[config.mk]
export PLATFORM = sky130hd
export DESIGN_NAME = pfr_sequencer
export DESIGN_NICKNAME = d
export VERILOG_FILES = /design/src/hw/pfr_pkg.sv /design/src/hw/pfr_tmr_if.sv /design/src/hw/pfr_timer.sv /design/src/hw/pfr_sequencer.sv
export SDC_FILE = /design/constraint.sdc
export NUM_CORES = 1
export LEC_CHECK = 0
export BUFFER_PORTS_ARGS = -buffer_cell sky130_fd_sc_hd__buf_2
export CAP_MARGIN = 0
export CORE_ASPECT_RATIO = 0.75
export CORE_MARGIN = 1
export CORE_UTILIZATION = 50
export DETAILED_ROUTE_END_ITERATION = 8
export GPL_ROUTABILITY_DRIVEN = 0
export PLACE_DENSITY = 0.73
export SLEW_MARGIN = 0
export SYNTH_ARGS = -nofsm -noshare
export SYNTH_HDL_FRONTEND = slang
export SYNTH_SLANG_ARGS = --single-unit
export TNS_END_PERCENT = 30
[constraint.sdc]
create_clock -name i_clock -period 4.1 [get_ports i_clock]
set_input_delay 0.41 -clock i_clock [delete_from_list [all_inputs] [get_ports i_clock]]
set_output_delay 0.41 -clock i_clock [all_outputs]
set_load 0.03 [all_outputs]
[src/hw/pfr_pkg.sv]
// shared constants and types of the power-fail and restart sequencer
package pfr_pkg;

  localparam int ADDR_W = 16;
  localparam int TMR_W = 27;

  // interrupt-memory word addresses, octal 040 and 042
  localparam logic [15:0] VEC_POWER_DOWN = 16'h0020;
  localparam logic [15:0] VEC_POWER_UP = 16'h0022;
  localparam logic [15:0] VEC_IDLE = 16'h0000;

  // clock rate
  localparam int CLK_MHZ = 125;

  // delays in their own units
  localparam int SERVICE_US = 160;
  localparam int MEM_OFF_US = 200;
  localparam int SETTLE_MS = 800;
  localparam int REG_SETTLE_MS = 70;
  localparam int GUARD_US = 100;

  // delays in clock cycles
  localparam int SERVICE_CYC = SERVICE_US * CLK_MHZ;
  localparam int MEM_OFF_CYC = MEM_OFF_US * CLK_MHZ;
  localparam int SETTLE_CYC = SETTLE_MS * 1000 * CLK_MHZ;
  localparam int REG_SETTLE_CYC = REG_SETTLE_MS * 1000 * CLK_MHZ;
  localparam int GUARD_CYC = GUARD_US * CLK_MHZ;

  // values after reset
  localparam logic RST_POWER_STATUS = 1'b0;
  localparam logic [TMR_W-1:0] RST_COUNT = 27'h0000000;

  typedef enum logic [7:0] {
    ST_RUN = 8'h01,
    ST_PD_WAIT_EDGE = 8'h02,
    ST_PD_SERVICE = 8'h04,
    ST_PD_MEM_INHIBIT = 8'h08,
    ST_OFF = 8'h10,
    ST_PU_SETTLE = 8'h20,
    ST_PU_REG_SETTLE = 8'h40,
    ST_PU_GUARD = 8'h80
  } pfr_state_t;

endpackage : pfr_pkg

[src/hw/pfr_tmr_if.sv]
// delay timer request and completion signals
`timescale 1ns/1ps
`default_nettype none
interface pfr_tmr_if;
  logic start;
  logic [pfr_pkg::TMR_W-1:0] load;
  logic done;
  modport seq (output start, output load, input done);
  modport tmr (input start, input load, output done);
endinterface : pfr_tmr_if
`default_nettype wire

[src/hw/pfr_timer.sv]
// one-shot delay counter run from the free-running system clock
`timescale 1ns/1ps
`default_nettype none
module pfr_timer (
  input wire logic i_clock,   // system clock
  input wire logic i_sys_rst, // synchronous reset, active high
  pfr_tmr_if.tmr tmr          // start, load and done
);

  logic [pfr_pkg::TMR_W-1:0] count;
  logic busy;

  // a load of n gives done n cycles after start
  always_ff @(posedge i_clock)
  begin
    if (i_sys_rst)
    begin
      count <= pfr_pkg::RST_COUNT;
      busy <= 1'b0;
    end
    else if (tmr.start)
    begin
      count <= tmr.load - 27'h0000001;
      busy <= 1'b1;
    end
    else if (busy)
    begin
      if (count == pfr_pkg::RST_COUNT)
        busy <= 1'b0;
      else
        count <= count - 27'h0000001;
    end
  end

  // done must not look at start: the sequencer raises start from done in the same cycle
  assign tmr.done = busy && (count == pfr_pkg::RST_COUNT);

endmodule : pfr_timer
`default_nettype wire

[src/hw/pfr_sequencer.sv]
// power-fail and restart sequencer for processor and core memory control
`timescale 1ns/1ps
`default_nettype none
// Function
// - raise request at first interrupt clock fall
// - drive power-down vector while acknowledge held
// - allow at least 160 us service window
// - then disable memory and reset system
// - power-down finishes under 500 us
// - block lower-priority requests during service routine
// - sequencer holds highest interrupt priority
// - vectors at words 040 and 042
// - power-up loads 042, halts, clears, resets
// - hold reset 800 ms, then enable regulators
// - wait another 70 ms before releasing processor
// - drop reset and pulse start at 042
// - power-up completes under 1.1 seconds
// - ignore power-down for 100 us after start
// - finish power-down before starting power-up
// - sequences independent of outage length
// - protect memory even during single-step
// - power status clears at once, sets late
// - inhibit memory starts, then regulators off
module pfr_sequencer #(
  parameter int SERVICE_CYC = pfr_pkg::SERVICE_CYC,
  parameter int MEM_OFF_CYC = pfr_pkg::MEM_OFF_CYC,
  parameter int SETTLE_CYC = pfr_pkg::SETTLE_CYC,
  parameter int REG_SETTLE_CYC = pfr_pkg::REG_SETTLE_CYC,
  parameter int GUARD_CYC = pfr_pkg::GUARD_CYC
) (
  input wire logic i_clock,                           // system clock, 125 MHz
  input wire logic i_sys_rst,                         // synchronous reset, active high
  input wire logic i_power_good,                      // monitor: input power above threshold
  input wire logic i_int_clock,                       // processor interrupt clock
  input wire logic i_int_ack,                         // processor interrupt acknowledge
  output logic o_int_req,                             // power-down interrupt request
  output logic o_lower_inhibit,                       // block lower-priority requests
  output logic [pfr_pkg::ADDR_W-1:0] o_vector_data,   // vector onto internal data bus
  output logic o_vector_oe,                           // vector bus drive enable
  output logic o_load_restart,                        // load restart address into counter
  output logic [pfr_pkg::ADDR_W-1:0] o_restart_addr,  // restart address
  output logic o_force_halt,                          // force halt into instruction register
  output logic o_clear_work,                          // clear working register
  output logic o_sys_reset,                           // system reset to processor
  output logic o_start_pulse,                         // start pulse to processor
  output logic o_mem_reg_enable,                      // memory regulators enabled
  output logic o_mem_timing_reset,                    // memory timing control held reset
  output logic o_mem_start_inhibit,                   // memory-start clocks ignored
  output logic o_power_status                         // stored power status
);

  // delay loads sized to the timer
  localparam logic [pfr_pkg::TMR_W-1:0] LD_SERVICE = SERVICE_CYC[pfr_pkg::TMR_W-1:0];
  localparam logic [pfr_pkg::TMR_W-1:0] LD_MEM_OFF = MEM_OFF_CYC[pfr_pkg::TMR_W-1:0];
  localparam logic [pfr_pkg::TMR_W-1:0] LD_SETTLE = SETTLE_CYC[pfr_pkg::TMR_W-1:0];
  localparam logic [pfr_pkg::TMR_W-1:0] LD_REG_SETTLE = REG_SETTLE_CYC[pfr_pkg::TMR_W-1:0];
  localparam logic [pfr_pkg::TMR_W-1:0] LD_GUARD = GUARD_CYC[pfr_pkg::TMR_W-1:0];

  pfr_pkg::pfr_state_t state;
  pfr_pkg::pfr_state_t next_state;

  pfr_tmr_if tmr_bus ();

  pfr_timer u_timer (
    .i_clock (i_clock),
    .i_sys_rst (i_sys_rst),
    .tmr (tmr_bus.tmr)
  );

  // power-good synchroniser, first stage read only by the second
  logic pg_s1;
  logic pg_s2;
  logic pg_s3;
  logic pg_level;

  always_ff @(posedge i_clock)
  begin
    if (i_sys_rst)
    begin
      pg_s1 <= 1'b0;
      pg_s2 <= 1'b0;
      pg_s3 <= 1'b0;
    end
    else
    begin
      pg_s1 <= i_power_good;
      pg_s2 <= pg_s1;
      pg_s3 <= pg_s2;
    end
  end

  // filtered level moves only when the later stages agree
  always_ff @(posedge i_clock)
  begin
    if (i_sys_rst)
      pg_level <= 1'b0;
    else if (pg_s2 == pg_s3)
      pg_level <= pg_s3;
  end

  // interrupt clock synchroniser and falling-edge detect
  logic ic_s1;
  logic ic_s2;
  logic ic_s3;
  logic ic_level;
  logic ic_fall;

  always_ff @(posedge i_clock)
  begin
    if (i_sys_rst)
    begin
      ic_s1 <= 1'b0;
      ic_s2 <= 1'b0;
      ic_s3 <= 1'b0;
      ic_level <= 1'b0;
    end
    else
    begin
      ic_s1 <= i_int_clock;
      ic_s2 <= ic_s1;
      ic_s3 <= ic_s2;
      if (ic_s2 == ic_s3)
        ic_level <= ic_s3;
    end
  end

  assign ic_fall = ic_level && (ic_s2 == ic_s3) && !ic_s3;

  // power failure seen by the running machine
  logic power_lost;
  assign power_lost = !pg_level;

  // sequencing; the same path is taken however long power was away
  always_comb
  begin
    next_state = state;
    tmr_bus.start = 1'b0;
    tmr_bus.load = LD_SERVICE;
    case (state)
      pfr_pkg::ST_RUN:
      begin
        // stepping does not change the path
        if (power_lost)
          next_state = pfr_pkg::ST_PD_WAIT_EDGE;
      end
      pfr_pkg::ST_PD_WAIT_EDGE:
      begin
        if (ic_fall)
        begin
          next_state = pfr_pkg::ST_PD_SERVICE;
          tmr_bus.start = 1'b1;
          tmr_bus.load = LD_SERVICE;
        end
      end
      pfr_pkg::ST_PD_SERVICE:
      begin
        // power return is ignored until power-down is done
        if (tmr_bus.done)
        begin
          next_state = pfr_pkg::ST_PD_MEM_INHIBIT;
          tmr_bus.start = 1'b1;
          tmr_bus.load = LD_MEM_OFF;
        end
      end
      pfr_pkg::ST_PD_MEM_INHIBIT:
      begin
        if (tmr_bus.done)
          next_state = pfr_pkg::ST_OFF;
      end
      pfr_pkg::ST_OFF:
      begin
        if (pg_level)
        begin
          next_state = pfr_pkg::ST_PU_SETTLE;
          tmr_bus.start = 1'b1;
          tmr_bus.load = LD_SETTLE;
        end
      end
      pfr_pkg::ST_PU_SETTLE:
      begin
        if (power_lost)
          next_state = pfr_pkg::ST_OFF;
        else if (tmr_bus.done)
        begin
          next_state = pfr_pkg::ST_PU_REG_SETTLE;
          tmr_bus.start = 1'b1;
          tmr_bus.load = LD_REG_SETTLE;
        end
      end
      pfr_pkg::ST_PU_REG_SETTLE:
      begin
        if (power_lost)
          next_state = pfr_pkg::ST_OFF;
        else if (tmr_bus.done)
        begin
          next_state = pfr_pkg::ST_PU_GUARD;
          tmr_bus.start = 1'b1;
          tmr_bus.load = LD_GUARD;
        end
      end
      pfr_pkg::ST_PU_GUARD:
      begin
        // power loss is not looked at here
        if (tmr_bus.done)
          next_state = pfr_pkg::ST_RUN;
      end
      default:
      begin
        next_state = pfr_pkg::ST_OFF;
      end
    endcase
  end

  // state register; after reset the machine waits for power
  always_ff @(posedge i_clock)
  begin
    if (i_sys_rst)
      state <= pfr_pkg::ST_OFF;
    else
      state <= next_state;
  end

  // interrupt request, raised on the clock fall, dropped on acknowledge
  always_ff @(posedge i_clock)
  begin
    if (i_sys_rst)
      o_int_req <= 1'b0;
    else if (state == pfr_pkg::ST_PD_WAIT_EDGE && ic_fall)
      o_int_req <= 1'b1;
    else if (i_int_ack || state != pfr_pkg::ST_PD_SERVICE)
      o_int_req <= 1'b0;
  end

  // lower-priority requesters held off from detection to shutdown
  always_ff @(posedge i_clock)
  begin
    if (i_sys_rst)
      o_lower_inhibit <= 1'b0;
    else
      o_lower_inhibit <= (next_state == pfr_pkg::ST_PD_WAIT_EDGE) ||
                         (next_state == pfr_pkg::ST_PD_SERVICE) ||
                         (next_state == pfr_pkg::ST_PD_MEM_INHIBIT);
  end

  // power-down vector on the bus for as long as acknowledge stays
  always_ff @(posedge i_clock)
  begin
    if (i_sys_rst)
    begin
      o_vector_oe <= 1'b0;
      o_vector_data <= pfr_pkg::VEC_IDLE;
    end
    else if (i_int_ack && state == pfr_pkg::ST_PD_SERVICE)
    begin
      o_vector_oe <= 1'b1;
      o_vector_data <= pfr_pkg::VEC_POWER_DOWN;
    end
    else
    begin
      o_vector_oe <= 1'b0;
      o_vector_data <= pfr_pkg::VEC_IDLE;
    end
  end

  // restart preset to the processor during the 800 ms settle only, while reset is held
  always_ff @(posedge i_clock)
  begin
    if (i_sys_rst)
    begin
      o_load_restart <= 1'b0;
      o_restart_addr <= pfr_pkg::VEC_IDLE;
      o_force_halt <= 1'b0;
      o_clear_work <= 1'b0;
    end
    else
    begin
      o_load_restart <= (next_state == pfr_pkg::ST_PU_SETTLE);
      o_restart_addr <= pfr_pkg::VEC_POWER_UP;
      o_force_halt <= (next_state == pfr_pkg::ST_PU_SETTLE);
      o_clear_work <= (next_state == pfr_pkg::ST_PU_SETTLE);
    end
  end

  // system reset and the start pulse that ends it
  always_ff @(posedge i_clock)
  begin
    if (i_sys_rst)
    begin
      o_sys_reset <= 1'b1;
      o_start_pulse <= 1'b0;
    end
    else
    begin
      o_sys_reset <= (next_state == pfr_pkg::ST_OFF) ||
                     (next_state == pfr_pkg::ST_PU_SETTLE) ||
                     (next_state == pfr_pkg::ST_PU_REG_SETTLE);
      o_start_pulse <= (state == pfr_pkg::ST_PU_REG_SETTLE) &&
                       (next_state == pfr_pkg::ST_PU_GUARD);
    end
  end

  // core memory controls
  always_ff @(posedge i_clock)
  begin
    if (i_sys_rst)
    begin
      o_mem_reg_enable <= 1'b0;
      o_mem_timing_reset <= 1'b1;
      o_mem_start_inhibit <= 1'b1;
    end
    else
    begin
      o_mem_reg_enable <= (next_state != pfr_pkg::ST_OFF) &&
                          (next_state != pfr_pkg::ST_PU_SETTLE);
      o_mem_timing_reset <= (next_state == pfr_pkg::ST_OFF) ||
                            (next_state == pfr_pkg::ST_PU_SETTLE);
      o_mem_start_inhibit <= (next_state == pfr_pkg::ST_PD_MEM_INHIBIT) ||
                             (next_state == pfr_pkg::ST_OFF) ||
                             (next_state == pfr_pkg::ST_PU_SETTLE) ||
                             (next_state == pfr_pkg::ST_PU_REG_SETTLE);
    end
  end

  // stored power status: cleared on detection, set after the long delay
  always_ff @(posedge i_clock)
  begin
    if (i_sys_rst)
      o_power_status <= pfr_pkg::RST_POWER_STATUS;
    else if (state == pfr_pkg::ST_PU_SETTLE && next_state == pfr_pkg::ST_PU_REG_SETTLE)
      o_power_status <= 1'b1;
    else if (next_state == pfr_pkg::ST_PD_WAIT_EDGE || next_state == pfr_pkg::ST_OFF)
      o_power_status <= 1'b0;
  end

  // the sums of the delays keep both sequences inside their limits

endmodule : pfr_sequencer
`default_nettype wire

==> results of run 1 <==
critical path: cells and delay by family (launching register included):
| family | cells | cell delay [ns] |
|---|---|---|
| flip-flops | 1 | 0.40 |
| AND/OR/NAND/NOR | 8 | 2.28 |
| adder cells (fa/ha/maj) | 1 | 0.25 |
| AO/OA/AOI/OAI | 2 | 0.45 |
placed cells by master (no fill, tap or decap), types with 3 or more instances in the layout:
cell type	synthesis	final
or2_2	4	4
and3_1	8	8
or4_1	3	3
xnor2_1	7	7
o211ai_1	6	6
o2111ai_1	3	3
nor2_1	45	44
nand3_1	17	17
dfxtp_1	55	55
conb_1	1	29
xor2_1	3	3
o31ai_1	3	3
nand4_1	10	10
a41oi_1	3	3
nor4_1	14	14
nor2b_1	11	11
inv_1	7	7
a211oi_1	5	5
a21oi_1	26	26
nand2_1	35	35
o21a_1	3	3
a21o_1	3	3
and4_1	4	4
nor3_1	14	14
clkbuf_8	0	5
or3_1	10	10
buf_4	33	12
a31oi_1	10	10
o21ai_0	16	16
buf_2	4	19
worst max path at each step:
stage | depth (start not counted) | endpoint | startpoint
2_1_floorplan | 15 | u_timer.count[22]$_SDFFE_PP0P_ | state[5]$_SDFF_PP0_
3_3_place_gp | 8 | u_timer.count[22]$_SDFFE_PP0P_ | state[6]$_SDFF_PP0_
3_5_place_dp | 8 | u_timer.count[22]$_SDFFE_PP0P_ | state[6]$_SDFF_PP0_
4_1_cts | 8 | u_timer.count[22]$_SDFFE_PP0P_ | state[6]$_SDFF_PP0_
5_1_grt | 8 | u_timer.count[22]$_SDFFE_PP0P_ | state[6]$_SDFF_PP0_
6_report | 11 | u_timer.count[22]$_SDFFE_PP0P_ | u_timer.count[17]$_SDFFE_PP0P_
stage by stage:
| step | worst slack, ns | hold slack [ns] | utilization, % |
|---|---|---|---|
| detailed placement | 0.7565 | 0.4295 | 53.38 |
| global placement | 0.8303 | 0.4175 | 53.38 |
| finish | 0.6381 | 0.2849 | 54.85 |
| global route | 0.3635 | 0.2997 | 54.85 |
| CTS | 0.7001 | 0.2760 | 54.85 |
| floorplan | 0.6360 | 0.4138 | - |
cell type report:
type / instances / share of cell area (%)
multi-input cells: 341 / 57.31
flip-flops and latches: 55 / 31.15
repair buffers: 31 / 5.239
well taps: 81 / 2.867
clock buffers: 5 / 1.947
clock inverters: 3 / 0.7434
inverters: 7 / 0.7434
where the power goes:
group	leakage, nW	internal [W]	switching [W]	total (W)
Sequential	0.445	0.000538	0.00000348	0.000542
Combinational	0.995	0.0000167	0.0000715	0.0000882
Clock	0.0491	0.000126	0.000201	0.000328
Total	1.49	0.000681	0.000276	0.000958
per-layer routing:
layer	up-vias	track usage [%]	wire [µm]	part of all wire (%)
li1	1545	-	-	-
met1	1517	40.46	4191	44
met2	232	36.75	3652	39
met3	34	6.089	1293	14
met4	0	10.78	281	3.0
met5	-	0	0	0
logic make-up after synthesis:
kind of cell	count (synthesis)
compound gates	103
buf+inv	64
mux	3
xor+xnor	10
simple gates	195
flops	55
other cells	1
fa+ha+maj	1
==> results.md, run 1 <==
* Vias per inst at 6.363
* Post-CTS Resized at 0
* Netlist cell types at 70
* Synth Flop Type: dfxtp_1
* Fraction of layout cells with a size suffix above 1 at 14.03%
* Root Buffer: clkbuf_8
* Maximum VDD drop at 0.0001480 V
* Leakage at 1.488 nW
* Yosys synthesis warning count at 0
* Max stage delay on crit path at 0.54 ns
* Placed cell count at 515
* Largest regs: u_timer.count x27, state x8
* Setup violators final at 0
* Yosys top cell area share at 32.28%
* Post-layout minimum cycle time at 3.462 ns
* Adder-cell area share of the yosys netlist at 0.3668%
* Fin area at 3535 µm²
* Final period utilization at 84.44%
* Slew Limit Fails at 0
* WS Path Type: register to register
* Status: finished, final reports clean
* WHS Path Cells at 2
* Least-Margin Pin Slew at 0.7349 ns
* Cts hold-fix bufs at 0
* Simple-Gate Fraction of Synth Area at 31.77%
* Number of global-route vias before repair at 2896
* Cells after Synth at 432
* Starting density of the core at 52.93%
* Cell taking the most area after synthesis: dfxtp_1
* Antenna violations before repair at 0
* Router iterations before antenna repair at 6
* Clk_lat worst skew at 0.33 ns
* Worst Hold End: pg_s1$_SDFF_PP0_
* P&R area growth vs syn at 3.632%
* Max Clk Rate at 288.9 MHz
* Routed length per placed instance at 18.01 µm
* Sequential area share after synthesis at 32.28%
* Via count at 3328
* WL final at 9419 µm
* CP max FO at 11
* Die W at 97.37 µm
* Critical Path AT at 3.72 ns
* Post-DP HPWL at 6676 µm
* DR iter-0 viols at 592
* Die H at 73.53 µm
* Endpoint class of the critical path: register
* CP required at 4.36 ns
* Area of the mapped netlist at 3411 µm²
* CTS tree: yes
* Clock Skew at 0.009344 ns
* Top cells by count, synth: 55 x dfxtp_1, 45 x nor2_1, 35 x nand2_1, 33 x buf_4, 26 x a21oi_1
* Final setup TNS at 0 ns
* H-tree depth at 2
* RSZ-0062 raised after global routing: false
* Post-Synth XOR/XNOR Area at 2.568%
* Flip-flop and latch area at 1101 µm²
* Io pins at 49
* Finished Layout Cells at 523
* Hold crit path type: primary input to register
* Num CTS Buffers at 5
* Largest net degree at the start of global routing at 49
* Grt ovf at 0
* Gr usage total at 26.95%
* First-pass GRT wire length at 15070 µm
* Largest family of logic cells by synthesized area: simple AND/OR/NAND/NOR gates
* Cell with the most instances after synthesis: dfxtp_1
* Max reg flops at 27
* Layout fillers at 621
* Reg-to-reg slack, setup at 0.64 ns
* Tot Pwr at 0.0009578 W
* CP Cell Sequence: nor4_1 > and4_1 > o211a_1 > nor2_2 > nand2_1 > ha_1 > nand3_4 > nor4_4 > nand3_2 > or4_1 > a31oi_1
* Postcts setup bufs at 0
* Antenna viol nets, final at 0
* Syn avg cell area at 7.895 µm²
* Async SR Flop Fraction at 0%
* Clock-pin slew on the worst setup and hold paths at 0.11 ns
* Power Dens Cells at 271.0 nW/µm²
* Path depth of the worst reg2reg path at 11
* Multi-input gate area at 2026 µm²
* Mux contribution to synthesized area at 0.9538%
* Compound-Gate Fraction of Synth Area at 20.47%
* Buffers on Ports at 19
* Post-synth EDFFs at 0
* Biggest register: u_timer.count
* Antenna cells at 0
* Max cap viols at 0
* Crit-path slowest cell: nor4_1
* Die area at 7159 µm²
* Worst flop-to-flop path endpoint: u_timer.count[22]$_SDFFE_PP0P_
* Final Hold Vio Count at 0
* # rows at 25
* Hold path start: i_power_good
* CTS max path bufs at 2
* DRC Markers at 0
* Crit Reg-Reg Startpoint: u_timer.count[17]$_SDFFE_PP0P_
* Core ar. at 6444 µm²
* NumNets Final at 447
* Clk sinks at 55
* FF+latch count, synth at 55
* Startpoint types: register
* Post-DP Area at 3440 µm²
* Area contributors post-synth: dfxtp_1 32%, buf_4 7.3%, nor2_1 5.0%, nand2_1 3.9%, a21oi_1 3.8%
* Worst slew margin relative to its limit at 50.49%
Note: power is estimated with default switching activity, not from simulation.
==> run 2: changes to the inputs <==
--- a/config.mk
+++ b/config.mk
@@ -5,6 +5,7 @@
 export SDC_FILE = /design/constraint.sdc
 export NUM_CORES = 1
 export LEC_CHECK = 0
+export ABC_AREA = 1
 export BUFFER_PORTS_ARGS = -buffer_cell sky130_fd_sc_hd__buf_2
 export CAP_MARGIN = 0
 export CORE_ASPECT_RATIO = 0.75
==> constraint.sdc (replaced) <==
create_clock -name i_clock -period 3.3 [get_ports i_clock]
set_input_delay 0.33 -clock i_clock [delete_from_list [all_inputs] [get_ports i_clock]]
set_output_delay 0.33 -clock i_clock [all_outputs]
set_load 0.03 [all_outputs]
==> run 2 against run 1 <==
Largest cell class unchanged. Critical path type unchanged. Critical endpoint is now u_timer.count[18]$_SDFFE_PP0P_. Sequential power is 24% higher. First-iteration DRC count is 31% lower. The flow now finishes with violations (DRC). Design area is 3.4% higher. Routed wire length is 6.9% lower. Core utilization is 1.3 points lower. Die area is 3.6% higher.
==> results.md, run 2 <==
* Layout fillers at 655
* NumNets Final at 555
* Routed length per placed instance at 13.83 µm
* Fraction of layout cells with a size suffix above 1 at 15.45%
* Cell taking the most area after synthesis: dfxtp_1
* Synth Flop Type: dfxtp_1
* Yosys synthesis warning count at 0
* Placed cell count at 626
* Adder-cell area share of the yosys netlist at 0.3537%
* FF+latch count, synth at 55
* Maximum VDD drop at 0.0001789 V
* Final period utilization at 92.46%
* Finished Layout Cells at 634
* Cells after Synth at 536
* Cell with the most instances after synthesis: nand2_1
* Area of the mapped netlist at 3537 µm²
* DR iter-0 viols at 406
* WL final at 8771 µm
* Hold crit path type: primary input to register
* Startpoint types: register
* Antenna viol nets, final at 0
* Failing checks: DRC
* Clock Skew at 0.01041 ns
* Mux contribution to synthesized area at 0%
* Pre-CTS setup slack at 0.3007 ns
* Simple-Gate Fraction of Synth Area at 38.80%
* Path depth of the worst reg2reg path at 18
* Final worst setup slack at 0.2489 ns
* P&R area growth vs syn at 3.361%
* Least-Margin Pin Slew at 0.6861 ns
* CP max FO at 9
* Root Buffer: clkbuf_8
* Antenna cells at 0
* Via count at 3422
* Die H at 74.84 µm
* Worst hold slack at 0.1958 ns
* Slew Limit Fails at 0
* Syn avg cell area at 6.599 µm²
* Leakage at 2.037 nW
* Final setup TNS at 0 ns
* Post-synth EDFFs at 0
* Async SR Flop Fraction at 0%
* Biggest register: u_timer.count
* WS Path Type: register to register
* Post-DP HPWL at 6717 µm
* Num CTS Buffers at 5
* Starting density of the core at 51.78%
* Clk sinks at 55
* Top cells by count, synth: 111 x nand2_1, 84 x nor2_1, 62 x inv_1, 55 x dfxtp_1, 34 x buf_4
* CP required at 3.56 ns
* Setup violators final at 0
* First-pass GRT wire length at 14250 µm
* Status: complete, but fails checks
* Netlist cell types at 42
* Endpoint class of the critical path: register
* Clk_lat worst skew at 0.32 ns
* Die W at 99.12 µm
* Antenna violations before repair at 0
* CTS tree: yes
* Largest family of logic cells by synthesized area: simple AND/OR/NAND/NOR gates
* Max cap viols at 0
* Post-layout minimum cycle time at 3.051 ns
* Largest regs: u_timer.count x27, state x8
* Vias per inst at 5.397
* DRC Markers at 1
* Grt ovf at 0
* Worst slew margin relative to its limit at 54.21%
* Cts hold-fix bufs at 0
* # rows at 26
* Clock-pin slew on the worst setup and hold paths at 0.11 ns
* Die area at 7418 µm²
* Yosys top cell area share at 31.13%
* CTS max path bufs at 2
* Power Dens Cells at 332.7 nW/µm²
* Area contributors post-synth: dfxtp_1 31%, nand2_1 12%, nor2_1 8.9%, buf_4 7.2%, inv_1 6.6%
* Core ar. at 6832 µm²
* Final Hold Vio Count at 0
* Critical Path AT at 3.31 ns
* Max Clk Rate at 327.8 MHz
* Compound-Gate Fraction of Synth Area at 10.12%
* Io pins at 49
* Gr usage total at 24.63%
* Commonest non-fill, non-tap cells in the layout: 111 x nand2_1, 84 x nor2_1, 62 x inv_1, 55 x dfxtp_1, 29 x conb_1
* Tot Pwr at 0.001217 W
* Buffers on Ports at 19
* Router iterations before antenna repair at 7
* H-tree depth at 2
* Largest net degree at the start of global routing at 28
* Sequential area share after synthesis at 31.13%
* Max reg flops at 27
* WHS Path Cells at 3
* Number of global-route vias before repair at 2857
* Post-Synth XOR/XNOR Area at 2.229%
* Most common cell after layout, fill and taps aside: nand2_1
* RSZ-0062 raised after global routing: false
-- run 2: power by group --
part           internal (W)  switching, W
logic             0.0000282      0.000106
registers          0.000669    0.00000320
clock network      0.000161      0.000249
total              0.000858      0.000358
-- run 2: cell families (layout without fill, tap and decap cells) --
family | after synthesis | in the layout
buf+inv | 120 | 106
other cells | 1 | 29
fa+ha+maj | 1 | 1
flops | 55 | 55
xor+xnor | 9 | 9
compound gates | 60 | 60
simple gates | 290 | 290
-- run 2: stage by stage --
stage	area [µm²]	util (%)
5_1_grt	3656	53.52
3_5_place_dp	3553	52.01
2_1_floorplan	3642	-
3_3_place_gp	3553	52.01
4_1_cts	3651	53.44
6_report	3656	53.52
-- run 2: layout make-up --
| class | instances | area (µm²) | share of cell area, % |
|---|---|---|---|
| clock buffers | 5 | 68.82 | 1.882 |
| clock inverters | 3 | 28.78 | 0.7871 |
| inverters | 73 | 276.5 | 7.563 |
| multi-input cells | 389 | 1936 | 52.94 |
| flip-flops and latches | 55 | 1101 | 30.12 |
| well taps | 84 | 105.1 | 2.875 |
| repair buffers | 25 | 140.1 | 3.833 |
-- run 2: path summary, 6_finish.rpt --
path	from	end	slack, ns
worst max-delay path	u_timer.count[9]$_SDFFE_PP0P_	u_timer.count[18]$_SDFFE_PP0P_	0.25
worst min-delay path	i_int_clock	ic_s1$_SDFF_PP0_	0.20
worst max register to register	u_timer.count[9]$_SDFFE_PP0P_	u_timer.count[18]$_SDFFE_PP0P_	0.25
worst min register to register	pg_s1$_SDFF_PP0_	pg_s2$_SDFF_PP0_	0.41
-- run 2: timing repair --
item | in CTS | in global routing
endpoints found under the setup margin | 0 | 4
resized for setup | 0 | 1
setup buffers | 0 | 0
-- run 2: metal layers --
metal  vias to the layer above  GRT usage (%)  part of all wire (%)  wire (µm)
li1                       1677              -                     -          -
met1                      1527          36.53                    48       4222
met2                       206          36.21                    40       3474
met3                        12          5.757                    11        996
met4                         0          5.719                  0.88         77
met5                         -              0                     0          0
-- run 2: worst max-delay path: stages (launching register included) --
cell and delay (ns):
dfxtp_1 0.36, nor2_1 0.14, nand2_1 0.10, nor2_1 0.11
nand2_1 0.08, nor2_4 0.20, nand3_2 0.23, nand2_1 0.18
nor2_1 0.16, nand2_1 0.12, ha_1 0.28, nand3_2 0.20
nor2_4 0.26, nand2_1 0.11, nor2_2 0.18, nor2_1 0.07
nor2_1 0.09, nand2_1 0.05, o21ai_1 0.06
==> run 3: changes to the inputs <==
--- a/config.mk
+++ b/config.mk
@@ -11,6 +11,7 @@
 export CORE_ASPECT_RATIO = 0.75
 export CORE_MARGIN = 1
 export CORE_UTILIZATION = 50
+export CTS_BUF_LIST = sky130_fd_sc_hd__clkbuf_16
 export DETAILED_ROUTE_END_ITERATION = 8
 export GPL_ROUTABILITY_DRIVEN = 0
 export PLACE_DENSITY = 0.73
==> run 3 against run 2 <==
Via count grew 1.4%. The flow now finishes without violations. Core utilization rose by 0.82 points. Global-route usage up 0.39 points. Sequential share of layout area shrank 0.46 points. Power up 12%. Design area grew 1.5%. Worst hold slack gained 0.027 ns. Sequential power hardly changed.
==> results.md, run 3 (synthesized netlist as in run 2, its figures left out) <==
* Commonest non-fill, non-tap cells in the layout: 111 x nand2_1, 84 x nor2_1, 62 x inv_1, 55 x dfxtp_1, 29 x conb_1
* Cell internal pwr at 0.0009899 W
* Max reg flops at 27
* Number of global-route vias before repair at 2883
* Hold crit path type: primary input to register
* Max cap viols at 0
* Max Clk Rate at 330.6 MHz
* Vias per inst at 5.472
* Startpoint types: register
* WL final at 8933 µm
* Buffers on Ports at 19
* Die area at 7418 µm²
* Critical Path AT at 3.25 ns
* Antenna cells at 0
* DR iter-0 viols at 503
* DRC Markers at 0
* Biggest register: u_timer.count
* RSZ-0062 raised after global routing: false
* P&R area growth vs syn at 4.952%
* Grt ovf at 0
* Final Hold Vio Count at 0
* Clock-pin slew on the worst setup and hold paths at 0.08 ns
* Root Buffer: clkbuf_16
* CP max FO at 9
* Antenna violations before repair at 0
* Status: finished, final reports clean
* Post-DP HPWL at 6717 µm
* Worst slew margin relative to its limit at 54.17%
* Die W at 99.12 µm
* Clk sinks at 55
* H-tree depth at 2
* Seq pwr share at 49.2%
* Routed length per placed instance at 14.09 µm
* CTS max path bufs at 2
* Router iterations before antenna repair at 5
* Die H at 74.84 µm
* First-pass GRT wire length at 14430 µm
* Final Util at 54.34%
* Endpoint class of the critical path: register
* Clock Power Share at 41.0%
* Largest regs: u_timer.count x27, state x8
* Clock Skew at 0.009252 ns
* Starting density of the core at 51.78%
* WS Path Type: register to register
* Logic pwr share at 9.9%
* Setup violators final at 0
* Num CTS Buffers at 5
* Tot Pwr at 0.001366 W
* # rows at 26
* Post-layout minimum cycle time at 3.025 ns
* Gr usage total at 25.02%
* Slew Limit Fails at 0
* Layout fillers at 653
* CTS tree: yes
* Least-Margin Pin Slew at 0.6867 ns
* Post-DP Area at 3553 µm²
* Net Sw Frac at 27.56%
* Antenna viol nets, final at 0
* Most common cell after layout, fill and taps aside: nand2_1
* Largest net degree at the start of global routing at 28
* NetSw at 0.0003765 W
* Power Dens Cells at 368.1 nW/µm²
* Core ar. at 6832 µm²
* Fin area at 3712 µm²
* Final period utilization at 91.66%
* Maximum VDD drop at 0.0002016 V
* CP required at 3.53 ns
* Leakage at 2.063 nW
* NumNets Final at 555
* Io pins at 49
* Final setup TNS at 0 ns
* Clk_lat worst skew at 0.30 ns
* Postcts setup bufs at 0
* Fraction of layout cells with a size suffix above 1 at 15.45%
* Via count at 3469
run 3: cell counts in the layout (fill, tap and decap cells not counted):
No cell type changed its count.
run 3: worst paths after layout:
check                                      from                             end  slack, ns  cells after the start
setup / recovery  u_timer.count[9]$_SDFFE_PP0P_  u_timer.count[18]$_SDFFE_PP0P_       0.28                     18
hold / removal                      i_int_clock                ic_s1$_SDFF_PP0_       0.22                      3
setup reg to reg  u_timer.count[9]$_SDFFE_PP0P_  u_timer.count[18]$_SDFFE_PP0P_       0.28                     18
hold reg to reg                pg_s1$_SDFF_PP0_                pg_s2$_SDFF_PP0_       0.41                      2
run 3: stage by stage:
step / hold WS [ns] / setup WS (ns) / cells
6_report: 0.2224 / 0.2753 / 634
5_1_grt: 0.2283 / 0.009035 / 634
4_1_cts: 0.2249 / 0.2700 / 634
3_5_place_dp: 0.3961 / 0.3007 / 626
3_3_place_gp: 0.3901 / 0.2525 / 626
2_1_floorplan: 0.3883 / 1.018 / 564
run 3: metal layers:
metal,part of all wire [%],global-route usage (%)
met5,0,0
met2,40,36.75
met4,1.3,6.699
met3,12,5.757
met1,47,36.87
run 3: what timing repair did:
action / in CTS / in global routing
hold buffers: 0 / 0
setup endpoints to repair: 0 / 4
hold endpoints to repair: 0 / 0
gates resized for setup: 0 / 1
run 3: layout make-up:
| class | instances | area [µm²] | share of cell area, % |
|---|---|---|---|
| Clock buffer | 5 | 125.1 | 3.370 |
| Clock inverter | 3 | 28.78 | 0.7752 |
| Inverter | 73 | 276.5 | 7.449 |
| Multi-Input combinational cell | 389 | 1936 | 52.14 |
| Sequential cell | 55 | 1101 | 29.66 |
| Tap cell | 84 | 105.1 | 2.831 |
| Timing Repair Buffer | 25 | 140.1 | 3.775 |
run 3: power groups by stage:
stage	Combinational, W	Sequential, W	Clock [W]
6_report	0.000135	0.000672	0.000560
5_1_grt	0.000147	0.000673	0.000593
4_1_cts	0.000132	0.000672	0.000570
3_5_place_dp	0.000131	0.000688	0
3_3_place_gp	0.000130	0.000687	0
2_1_floorplan	0.000137	0.000689	0
run 3: critical path, cell delays in order (launching register included):
cell and delay, ns:
dfxtp_1 0.35, nor2_1 0.14, nand2_1 0.10, nor2_1 0.11, nand2_1 0.08, nor2_4 0.22, nand3_2 0.24, nand2_1 0.17
nor2_1 0.15, nand2_1 0.12, ha_1 0.27, nand3_2 0.20, nor2_4 0.26, nand2_1 0.11, nor2_2 0.17, nor2_1 0.06
nor2_1 0.08, nand2_1 0.05, o21ai_1 0.06
